**src/spp_pkg.sv**
```systemverilog
// Purpose: Shared constants and types for the second serial port
// Assumes: Byte-wide register port, one system clock
// Notes: Register addresses are the printed byte offsets
package spp_pkg;
  // Register addresses
  localparam logic [7:0] SPP_ADDR_SADR = 8'hAA;
  localparam logic [7:0] SPP_ADDR_MASK = 8'hBA;
  localparam logic [7:0] SPP_ADDR_SCON = 8'hC0;
  localparam logic [7:0] SPP_ADDR_DBUF = 8'hC1;
  localparam logic [7:0] SPP_ADDR_CTRL = 8'hD0;
  localparam logic [7:0] SPP_ADDR_STAT = 8'hD1;
  // Serial control field positions
  localparam int SPP_SC_MODE_HI = 7;
  localparam int SPP_SC_MODE_LO = 6;
  localparam int SPP_SC_MPROC = 5;
  localparam int SPP_SC_REN = 4;
  localparam int SPP_SC_TB8 = 3;
  localparam int SPP_SC_RB8 = 2;
  localparam int SPP_SC_TI = 1;
  localparam int SPP_SC_RI = 0;
  // Control register field positions
  localparam int SPP_CT_IEN = 0;
  localparam int SPP_CT_GIE = 1;
  localparam int SPP_CT_PRI = 2;
  localparam int SPP_CT_FSEL = 3;
  localparam int SPP_CT_M2FAST = 4;
  // Status register field positions
  localparam int SPP_ST_TXA = 0;
  localparam int SPP_ST_RXA = 1;
  // Values after reset
  localparam logic [7:0] SPP_RST_BYTE = 8'h00;
  // Cycle counts
  localparam int SPP_SYNC_DIV_SLOW = 12;
  localparam int SPP_SYNC_DIV_FAST = 4;
  localparam int SPP_OS_RATE = 16;
  localparam int SPP_OS_MID = 7;
  localparam int SPP_M2_DIV_SLOW = 64 / SPP_OS_RATE;
  localparam int SPP_M2_DIV_FAST = 32 / SPP_OS_RATE;
  localparam int SPP_M0_BITS = 8;
  // Port modes and line states
  typedef enum logic [1:0] {SPP_M0, SPP_M1, SPP_M2, SPP_M3} spp_mode_e;
  typedef enum logic {SPP_IDLE, SPP_RUN} spp_state_e;
  // Register port request
  typedef struct packed {
    logic [7:0] addr;
    logic [7:0] wdata;
    logic wr;
    logic rd;
  } spp_bus_s;
endpackage

```
**src/spp_tick_gen.sv**
```systemverilog
// Purpose: Bit and oversample ticks for the serial port
// Assumes: baud_tick is a one-cycle pulse at sixteen times the bit rate
// Notes: restart aligns the synchronous shift clock to a new byte
`timescale 1ns/10ps
module spp_tick_gen (
  input wire logic mclk,
  input wire logic rst,
  input wire logic restart,
  input spp_pkg::spp_mode_e mode,
  input wire logic sync_fast,
  input wire logic m2_fast,
  input wire logic baud_tick,
  output logic sync_tick,
  output logic sync_half,
  output logic os_tick
);
  import spp_pkg::*;
  logic [3:0] cnt_reg;
  logic [3:0] cnt_next;
  logic [3:0] div;

  // Divider select and next count
  always_comb begin
    if (mode == SPP_M0) begin
      div = sync_fast ? 4'(SPP_SYNC_DIV_FAST) : 4'(SPP_SYNC_DIV_SLOW);
    end else begin
      div = m2_fast ? 4'(SPP_M2_DIV_FAST) : 4'(SPP_M2_DIV_SLOW);
    end
    cnt_next = cnt_reg + 4'h1;
    if (restart || cnt_reg >= div - 4'h1) begin
      cnt_next = 4'h0;
    end
  end

  always_ff @(posedge mclk) begin
    if (rst) begin
      cnt_reg <= 4'h0;
    end else begin
      cnt_reg <= cnt_next;
    end
  end

  // Tick decode per mode
  assign sync_tick = (mode == SPP_M0) && (cnt_reg == div - 4'h1);
  assign sync_half = (mode == SPP_M0) && (cnt_reg == (div >> 1) - 4'h1);
  assign os_tick = (mode == SPP_M2) ? (cnt_reg == div - 4'h1) :
                   (mode != SPP_M0) && baud_tick;
endmodule

```
**src/spp_serial_port.sv**
```systemverilog
// Purpose: Second serial port with multiprocessor address matching
// Assumes: baud_tick comes from a timer on mclk; pins are asynchronous
// Notes: Receive pin is two-way since it carries data in shift mode
// Summary of operation
// - Two mode bits pick shift mode or 10-bit or 11-bit async frames
// - Top control bit is mode bit or sticky framing-error flag
// - 11-bit modes with multiprocessor on skip frames with ninth bit 0
// - 10-bit mode with multiprocessor on skips frames with bad stop
// - Shift mode clock is divide by 12, or by 4 with multiprocessor
// - Reception starts only while the receive enable is set
// - 11-bit modes send the software ninth bit; hardware never alters
// - Received ninth field holds ninth bit, or stop bit in mode 1 with multiprocessor off
// - Transmit flag sets after bit 8 or at stop start; software clears
// - Receive flag sets after bit 8 or mid stop; software clears
// - Data buffer reads give received byte, writes load transmit byte only while both directions are idle
// - Mask bits of one compare address bits, zeros are ignored
// - All-zero mask accepts any incoming address
// - Interrupt needs both port enable and global enable
// - Priority bit one selects high level, zero low level
// - Receive and transmit sit on port 1 bits 2 and 3
// - Activity bits run during transfer, receive only in async modes; transmit clears when its flag sets, receive at frame end
//
// The implementer's own choice: the address-and-strobe port.
`timescale 1ns/10ps
module spp_serial_port (
  input wire logic mclk,
  input wire logic rst,
  input spp_pkg::spp_bus_s bus,
  output logic [7:0] rdata,
  input wire logic baud_tick,
  input wire logic rx_pin_in,
  output logic rx_pin_out,
  output logic rx_pin_oe_n,
  output logic tx_pin_out,
  output logic irq_high,
  output logic irq_low
);
  import spp_pkg::*;
  // Control register state
  logic [7:0] sadr_reg, sadr_next, mask_reg, mask_next;
  logic [7:0] rxd_reg, rxd_next, ctrl_reg, ctrl_next, rdata_next;
  logic sm0_reg, sm0_next, sm1_reg, sm1_next, mp_reg, mp_next;
  logic ren_reg, ren_next, tb8_reg, tb8_next, rb8_reg, rb8_next;
  logic ti_reg, ti_next, ri_reg, ri_next, fe_reg, fe_next;
  logic txa_reg, txa_next, rxa_reg, rxa_next;
  logic irqh_next, irql_next, req;
  // Transmit state
  spp_state_e tx_st_reg, tx_st_next;
  logic [10:0] tx_sh_reg, tx_sh_next;
  logic [3:0] tx_cnt_reg, tx_cnt_next, tx_ph_reg, tx_ph_next;
  logic sclk_reg, sclk_next, txo_next, rxo_next, rxoe_next;
  // Receive state
  spp_state_e rx_st_reg, rx_st_next;
  logic [8:0] rx_sh_reg, rx_sh_next;
  logic [3:0] rx_cnt_reg, rx_cnt_next, rx_ph_reg, rx_ph_next;
  logic rx_s1, rx_s2, rx_s3;
  // Events between groups
  spp_mode_e mode;
  logic wr_scon, wr_dbuf, ti_set, ri_set, fe_set, rx_done, rx_start;
  logic tx_start, restart, sync_tick, sync_half, os_tick;
  logic [7:0] rx_byte;
  logic rx_ninth, stop_ok, addr_ok;

  assign mode = spp_mode_e'({sm0_reg, sm1_reg});
  assign wr_scon = bus.wr && bus.addr == SPP_ADDR_SCON;
  assign wr_dbuf = bus.wr && bus.addr == SPP_ADDR_DBUF;

  // Tick source for both directions
  spp_tick_gen u_tick (
    .mclk(mclk),
    .rst(rst),
    .restart(restart),
    .mode(mode),
    .sync_fast(mp_reg),
    .m2_fast(ctrl_reg[SPP_CT_M2FAST]),
    .baud_tick(baud_tick),
    .sync_tick(sync_tick),
    .sync_half(sync_half),
    .os_tick(os_tick)
  );

  // Receive pin synchroniser, port 1 bit 2
  always_ff @(posedge mclk) begin
    if (rst) begin
      rx_s1 <= 1'b1;
      rx_s2 <= 1'b1;
      rx_s3 <= 1'b1;
    end else begin
      rx_s1 <= rx_pin_in;
      rx_s2 <= rx_s1;
      rx_s3 <= rx_s2;
    end
  end

  // Transmitter next state
  always_comb begin
    tx_st_next = tx_st_reg;
    tx_sh_next = tx_sh_reg;
    tx_cnt_next = tx_cnt_reg;
    tx_ph_next = tx_ph_reg;
    ti_set = 1'b0;
    tx_start = wr_dbuf && tx_st_reg == SPP_IDLE && rx_st_reg == SPP_IDLE;
    if (tx_start) begin
      tx_st_next = SPP_RUN;
      tx_ph_next = 4'h0;
      case (mode)
        SPP_M0: begin
          tx_sh_next = {3'b111, bus.wdata};
          tx_cnt_next = 4'(SPP_M0_BITS);
        end
        SPP_M1: begin
          tx_sh_next = {2'b11, bus.wdata, 1'b0};
          tx_cnt_next = 4'h9;
        end
        default: begin
          tx_sh_next = {1'b1, tb8_reg, bus.wdata, 1'b0};
          tx_cnt_next = 4'hA;
        end
      endcase
    end else if (tx_st_reg == SPP_RUN) begin
      if (mode == SPP_M0) begin
        if (sync_tick) begin
          tx_sh_next = {1'b1, tx_sh_reg[10:1]};
          tx_cnt_next = tx_cnt_reg - 4'h1;
          if (tx_cnt_reg == 4'h1) begin
            ti_set = 1'b1;
            tx_st_next = SPP_IDLE;
          end
        end
      end else if (os_tick) begin
        tx_ph_next = tx_ph_reg + 4'h1;
        if (tx_ph_reg == 4'(SPP_OS_RATE - 1)) begin
          tx_sh_next = {1'b1, tx_sh_reg[10:1]};
          if (tx_cnt_reg == 4'h0) begin
            tx_st_next = SPP_IDLE;
          end else begin
            tx_cnt_next = tx_cnt_reg - 4'h1;
            ti_set = tx_cnt_reg == 4'h1;
          end
        end
      end
    end
  end

  // Receiver next state
  always_comb begin
    rx_st_next = rx_st_reg;
    rx_sh_next = rx_sh_reg;
    rx_cnt_next = rx_cnt_reg;
    rx_ph_next = rx_ph_reg;
    rx_done = 1'b0;
    rx_start = 1'b0;
    restart = tx_start && mode == SPP_M0;
    if (rx_st_reg == SPP_IDLE) begin
      if (mode == SPP_M0) begin
        rx_start = ren_reg && !ri_reg && tx_st_reg == SPP_IDLE;
        restart = restart || rx_start;
      end else begin
        rx_start = ren_reg && !rx_s2 && rx_s3;
      end
      if (rx_start) begin
        rx_st_next = SPP_RUN;
        rx_cnt_next = 4'h0;
        rx_ph_next = 4'h0;
      end
    end else if (mode == SPP_M0) begin
      if (sync_half) begin
        rx_sh_next = {rx_s2, rx_sh_reg[8:1]};
        rx_cnt_next = rx_cnt_reg + 4'h1;
      end
      if (sync_tick && rx_cnt_reg == 4'(SPP_M0_BITS)) begin
        rx_done = 1'b1;
        rx_st_next = SPP_IDLE;
      end
    end else if (os_tick) begin
      rx_ph_next = rx_ph_reg + 4'h1;
      if (rx_ph_reg == 4'(SPP_OS_MID)) begin
        rx_cnt_next = rx_cnt_reg + 4'h1;
        if (rx_cnt_reg == 4'h0) begin
          if (rx_s2) begin
            rx_st_next = SPP_IDLE;
          end
        end else if (rx_cnt_reg == (mode == SPP_M1 ? 4'h9 : 4'hA)) begin
          rx_done = 1'b1;
          rx_st_next = SPP_IDLE;
        end else begin
          rx_sh_next = {rx_s2, rx_sh_reg[8:1]};
        end
      end
    end
  end

  // Received frame contents and acceptance
  always_comb begin
    rx_byte = (mode == SPP_M2 || mode == SPP_M3) ? rx_sh_reg[7:0] :
              rx_sh_reg[8:1];
    rx_ninth = rx_sh_reg[8];
    stop_ok = rx_s2;
    addr_ok = ((rx_byte ^ sadr_reg) & mask_reg) == 8'h00;
    ri_set = 1'b0;
    fe_set = rx_done && mode != SPP_M0 && !stop_ok && ctrl_reg[SPP_CT_FSEL];
    if (rx_done && !ri_reg) begin
      case (mode)
        SPP_M0: ri_set = 1'b1;
        SPP_M1: ri_set = !mp_reg || stop_ok;
        default: ri_set = !mp_reg || (rx_ninth && addr_ok);
      endcase
    end
  end

  // Register file next values
  always_comb begin
    sadr_next = sadr_reg;
    mask_next = mask_reg;
    ctrl_next = ctrl_reg;
    sm0_next = sm0_reg;
    sm1_next = sm1_reg;
    mp_next = mp_reg;
    ren_next = ren_reg;
    tb8_next = tb8_reg;
    rb8_next = rb8_reg;
    ti_next = ti_reg;
    ri_next = ri_reg;
    fe_next = fe_reg;
    rxd_next = rxd_reg;
    txa_next = txa_reg;
    rxa_next = rxa_reg;
    if (bus.wr) begin
      case (bus.addr)
        SPP_ADDR_SADR: sadr_next = bus.wdata;
        SPP_ADDR_MASK: mask_next = bus.wdata;
        SPP_ADDR_CTRL: ctrl_next = bus.wdata;
        SPP_ADDR_SCON: begin
          if (ctrl_reg[SPP_CT_FSEL]) begin
            fe_next = bus.wdata[SPP_SC_MODE_HI];
          end else begin
            sm0_next = bus.wdata[SPP_SC_MODE_HI];
          end
          sm1_next = bus.wdata[SPP_SC_MODE_LO];
          mp_next = bus.wdata[SPP_SC_MPROC];
          ren_next = bus.wdata[SPP_SC_REN];
          tb8_next = bus.wdata[SPP_SC_TB8];
          rb8_next = bus.wdata[SPP_SC_RB8];
          ti_next = bus.wdata[SPP_SC_TI];
          ri_next = bus.wdata[SPP_SC_RI];
        end
        default: ;
      endcase
    end
    // Hardware sets win over software clears
    if (tx_start) begin
      txa_next = 1'b1;
    end
    if (ti_set) begin
      ti_next = 1'b1;
      txa_next = 1'b0;
    end
    if (rx_start && mode != SPP_M0) begin
      rxa_next = 1'b1;
    end
    if (rx_done) begin
      rxa_next = 1'b0;
    end
    if (fe_set) begin
      fe_next = 1'b1;
    end
    if (ri_set) begin
      ri_next = 1'b1;
      rxd_next = rx_byte;
      if (mode != SPP_M0 && (mode != SPP_M1 || !mp_reg)) begin
        rb8_next = mode == SPP_M1 ? stop_ok : rx_ninth;
      end
    end
    req = (ti_reg || ri_reg) && ctrl_reg[SPP_CT_IEN] &&
          ctrl_reg[SPP_CT_GIE];
    irqh_next = req && ctrl_reg[SPP_CT_PRI];
    irql_next = req && !ctrl_reg[SPP_CT_PRI];
    // Read data for the cycle after the strobe
    rdata_next = 8'h00;
    if (bus.rd) begin
      case (bus.addr)
        SPP_ADDR_SADR: rdata_next = sadr_reg;
        SPP_ADDR_MASK: rdata_next = mask_reg;
        SPP_ADDR_CTRL: rdata_next = ctrl_reg;
        SPP_ADDR_DBUF: rdata_next = rxd_reg;
        SPP_ADDR_STAT: rdata_next = {6'h00, rxa_reg, txa_reg};
        SPP_ADDR_SCON: rdata_next = {
          ctrl_reg[SPP_CT_FSEL] ? fe_reg : sm0_reg, sm1_reg, mp_reg,
          ren_reg, tb8_reg, rb8_reg, ti_reg, ri_reg};
        default: rdata_next = 8'h00;
      endcase
    end
  end

  // Pin output next values, port 1 bit 3 and bit 2
  always_comb begin
    sclk_next = sclk_reg;
    if (mode == SPP_M0 && (tx_st_next == SPP_RUN || rx_st_next == SPP_RUN))
    begin
      if (restart || sync_tick) begin
        sclk_next = 1'b0;
      end else if (sync_half) begin
        sclk_next = 1'b1;
      end
    end else begin
      sclk_next = 1'b1;
    end
    rxoe_next = !(mode == SPP_M0 && tx_st_next == SPP_RUN);
    rxo_next = rxoe_next ? 1'b1 : tx_sh_next[0];
    if (mode == SPP_M0) begin
      txo_next = sclk_next;
    end else begin
      txo_next = tx_st_next == SPP_RUN ? tx_sh_next[0] : 1'b1;
    end
  end

  // State registers
  always_ff @(posedge mclk) begin
    if (rst) begin
      sadr_reg <= SPP_RST_BYTE;
      mask_reg <= SPP_RST_BYTE;
      ctrl_reg <= SPP_RST_BYTE;
      rxd_reg <= SPP_RST_BYTE;
      {sm0_reg, sm1_reg, mp_reg, ren_reg} <= 4'h0;
      {tb8_reg, rb8_reg, ti_reg, ri_reg} <= 4'h0;
      {fe_reg, txa_reg, rxa_reg, sclk_reg} <= 4'h1;
      tx_st_reg <= SPP_IDLE;
      rx_st_reg <= SPP_IDLE;
      tx_sh_reg <= 11'h7FF;
      rx_sh_reg <= 9'h000;
      {tx_cnt_reg, tx_ph_reg, rx_cnt_reg, rx_ph_reg} <= 16'h0000;
      rdata <= 8'h00;
      {irq_high, irq_low, rx_pin_out, rx_pin_oe_n, tx_pin_out} <= 5'h07;
    end else begin
      sadr_reg <= sadr_next;
      mask_reg <= mask_next;
      ctrl_reg <= ctrl_next;
      rxd_reg <= rxd_next;
      {sm0_reg, sm1_reg, mp_reg, ren_reg} <= {sm0_next, sm1_next, mp_next,
                                              ren_next};
      {tb8_reg, rb8_reg, ti_reg, ri_reg} <= {tb8_next, rb8_next, ti_next,
                                             ri_next};
      {fe_reg, txa_reg, rxa_reg, sclk_reg} <= {fe_next, txa_next, rxa_next,
                                               sclk_next};
      tx_st_reg <= tx_st_next;
      rx_st_reg <= rx_st_next;
      tx_sh_reg <= tx_sh_next;
      rx_sh_reg <= rx_sh_next;
      {tx_cnt_reg, tx_ph_reg} <= {tx_cnt_next, tx_ph_next};
      {rx_cnt_reg, rx_ph_reg} <= {rx_cnt_next, rx_ph_next};
      rdata <= rdata_next;
      {irq_high, irq_low} <= {irqh_next, irql_next};
      {rx_pin_out, rx_pin_oe_n, tx_pin_out} <= {rxo_next, rxoe_next,
                                                txo_next};
    end
  end
endmodule

```
**config.mk**
```make
export PLATFORM = sky130hd
export DESIGN_NAME = spp_serial_port
export DESIGN_NICKNAME = d
export VERILOG_FILES = /design/src/spp_pkg.sv /design/src/spp_tick_gen.sv /design/src/spp_serial_port.sv
export SDC_FILE = /design/constraint.sdc
export NUM_CORES = 1
export LEC_CHECK = 0
export BUFFER_PORTS_ARGS = -buffer_cell sky130_fd_sc_hd__buf_2
export CORE_ASPECT_RATIO = 1.75
export CORE_MARGIN = 2
export CORE_UTILIZATION = 44
export DETAILED_ROUTE_END_ITERATION = 7
export HOLD_SLACK_MARGIN = 0.03
export PLACE_DENSITY = 0.67
export SLEW_MARGIN = 20
export SYNTH_ARGS = -nofsm -noshare
export SYNTH_HDL_FRONTEND = slang
export SYNTH_HIERARCHICAL = 1
export SYNTH_SLANG_ARGS = --single-unit
```
**constraint.sdc**
```tcl
create_clock -name mclk -period 2.93 [get_ports mclk]
set_input_delay 0.586 -clock mclk [delete_from_list [all_inputs] [get_ports mclk]]
set_output_delay 0.586 -clock mclk [all_outputs]
set_load 0.05 [all_outputs]
```
==> metrics.txt <==
clk slew on worst S/H paths=0.07 ns; clk_skew=0.00707 ns; Final Hold Viols=0; Die ar.=12200 um2; CP endpoint=tx_sh_reg[2]; Worst Reg2Reg Path Length in Cells=13; final wirelength=13600 um; syn avg cell area=8.76 um2; n_diodes=0; worst reg2reg setup slack=0.1 ns; ys async rst share=0%; Critical Path Start=sm0_reg; Syn Inst Count=569; Rel. slew slack=60.1%; core area=11100 um2; Placed Area=5380 um2; r2r endpoint=tx_sh_reg[2]; sequential share of the synthesized area=41.0%; final std cells w/o fill=747; CP max stage delay=0.39 ns; area growth from synthesis to layout=15.3%; maximum clock path buffer count=2; post-synth top area cell=dfxtp_1; VDD IR max=0.000323 V; vias in the first global route=4446; initial antenna violation count=0; CP bufs+invs=3; Hold Path Cell Cnt=1; Initial Utilization=44.9%; row cnt=51; first-pass GRT wire length=21700 um; # nets final=641; Pwr Total=2.67 mW; multi-input logic area=2800 um2; kind of critical path=reg2reg; library cells used by synthesis=63; final setup violation count=0; Ys Warns=6; run status=finished clean; Pre-antenna DRT Iters=5; GRT Resource Usage Total=22.7%; 1st-iter DRT viols=270; post-route cell area=5740 um2; CP Depth=13; slew of the pin with the lowest slew margin=0.598 ns; register area=2040 um2; Worst-Skew Late Latency=0.34 ns; average wire per standard cell=18.2 um; post-synthesis register bit count=102; reg2reg start=sm0_reg; crit path max fanout=6; Die Wd=84.5 um; antenna-violating nets left=0; syn_nets=600; FILL cells=1069; Synth Cell Area=4980 um2; Post-synth top flop=dfxtp_1; share of cells above drive strength 1=19.5%; max reg flops=11; H-tree levels=3; worst hold slack=0.418 ns; period utilization=96.7%; PD cells=465 nW/um2; maximum number of pins on one net before global-route repair=46; clk sinks=102; min cycle time layout=2.83 ns; number of synthesized flops with an enable pin=0; required time worst endpoint=3.17 ns; crit path launch type=register; max-slew violation count=0; vias per cell=5.81; CTS Hold Bufs=0; TritonCTS clock tree=yes; CTS Buf Count=9; CP Capture Type=register; slowest CP cell=or3_4; clk root buf=clkbuf_16; Congestion Overflow GR=0; DR DRC count=0; crit path DAT=3.07 ns; share of the synthesized area in the top cell type=41.0%; DIE HEIGHT=145 um; # port buffers=34; CP delay by family, top=compound AO/OA/AOI/OAI gates; hold crit path type=reg2reg; Pleak=2.21 nW; fmax=353 MHz; cell count after placement=727; GPL Wtd Cong=0.889; top cells by area, synth=dfxtp_1 41%, mux2i_1 10%, nand2_1 5.6%; Final HPWL DP=9980 um; Top Ports=35; via count=4337; max cap viols=0; CP Cell Sequence=or3_4, ha_4, nand2_1, o41ai_2, o21ai_1, buf_4, nor2b_4, o21ai_2, buf_6, clkbuf_2, mux2i_1, nand2_1, a21o_1; Top cell by count, worst path=nand2_1
-- power breakdown --
part           internal (mW)  leakage, nW  switching, mW  total, mW
Combinational         0.0337         1.25         0.0684      0.102
Clock                  0.661        0.137          0.508       1.17
Sequential              1.39        0.823        0.00840       1.40
Total                   2.09         2.21          0.584       2.67
-- Yosys cell counts, drive strengths merged, types with 9 or more instances --
master and instances:
nand3 22, mux2i 50, nand2 74, nor3 17, nor2 51, nand2b 10
xnor2 9, a21oi 42, o21ai 10, dfxtp 102, a211oi 13, ha 9
clkbuf 23, buf 14
-- through the flow --
stage | setup WS (ns) | TNS, ns | utilization (%)
2_1_floorplan | 0.00792 | 0 | -
3_3_place_gp | 0.0477 | 0 | 48.4
3_5_place_dp | -0.0521 | -0.361 | 48.4
4_1_cts | 0.101 | 0 | 51.0
5_1_grt | -0.0217 | -0.0803 | 51.7
6_report | 0.0981 | 0 | 51.7
-- final cells by class --
cell class	count	area share [%]
flip-flops and latches	102	35.5
clock inverters	4	0.828
well taps	132	2.88
clock buffers	12	4.12
inverters	8	0.523
multi-input cells	422	48.8
repair buffers	67	7.30
-- worst register-to-register path, delay by kind of cell, from the launching register on --
kind	cells	cell delay, ns
AO/OA/AOI/OAI	4	0.82
multiplexers	1	0.17
AND/OR/NAND/NOR	4	0.67
adder cells (fa/ha/maj)	1	0.28
flip-flops	1	0.31
buffers and inverters	3	0.49
-- cell families (layout without fill, tap and decap cells) --
| logic type | count (synthesis) | in the layout | share of synthesized area [%] |
|---|---|---|---|
| flip-flops | 102 | 102 | 41.0 |
| AO/OA/AOI/OAI | 111 | 111 | 15.2 |
| AND/OR/NAND/NOR | 226 | 226 | 22.7 |
| other | 1 | 1 | 0.0752 |
| adder cells (fa/ha/maj) | 9 | 9 | 2.26 |
| XOR/XNOR | 17 | 17 | 2.99 |
| buffers and inverters | 45 | 91 | 3.94 |
| multiplexers | 58 | 58 | 11.9 |
-- how the worst min path moves through the flow --
stage,slack [ns],from,endpoint
final,0.42,rx_s1,rx_s2
after global routing,0.43,rx_pin_in,rx_s1
after CTS,0.42,rx_pin_in,rx_s1
after detailed placement,0.40,rx_s1,rx_s2
after global placement,0.41,rx_s1,rx_s2
after floorplan,0.39,rx_s1,rx_s2
-- what timing repair did --
item	4_1_cts	5_1_grt
gates cloned	0	0
setup endpoints to repair	11	14
gates resized for setup	3	9
buffers inserted	0	4
pin swaps	1	3
-- metal layers --
metal  GRT usage (%)  share of wire (%)
met3            2.95                2.8
met2            43.1                 54
met5               0                  0
met1            22.7                 37
met4            15.5                6.1
-- cells in the final DEF, fill, tap and decap left out, types with 11 or more instances in the layout --
| cell type | synthesis | layout |
|---|---|---|
| nand2_1 | 74 | 74 |
| dfxtp_1 | 102 | 102 |
| nor2_1 | 51 | 51 |
| mux2i_1 | 50 | 50 |
| a21oi_1 | 42 | 41 |
| nor3_1 | 15 | 14 |
| buf_4 | 2 | 31 |
| a211oi_1 | 11 | 11 |
| buf_2 | 10 | 34 |
| nand3_1 | 22 | 22 |
Note: power is estimated with default switching activity, not from simulation.
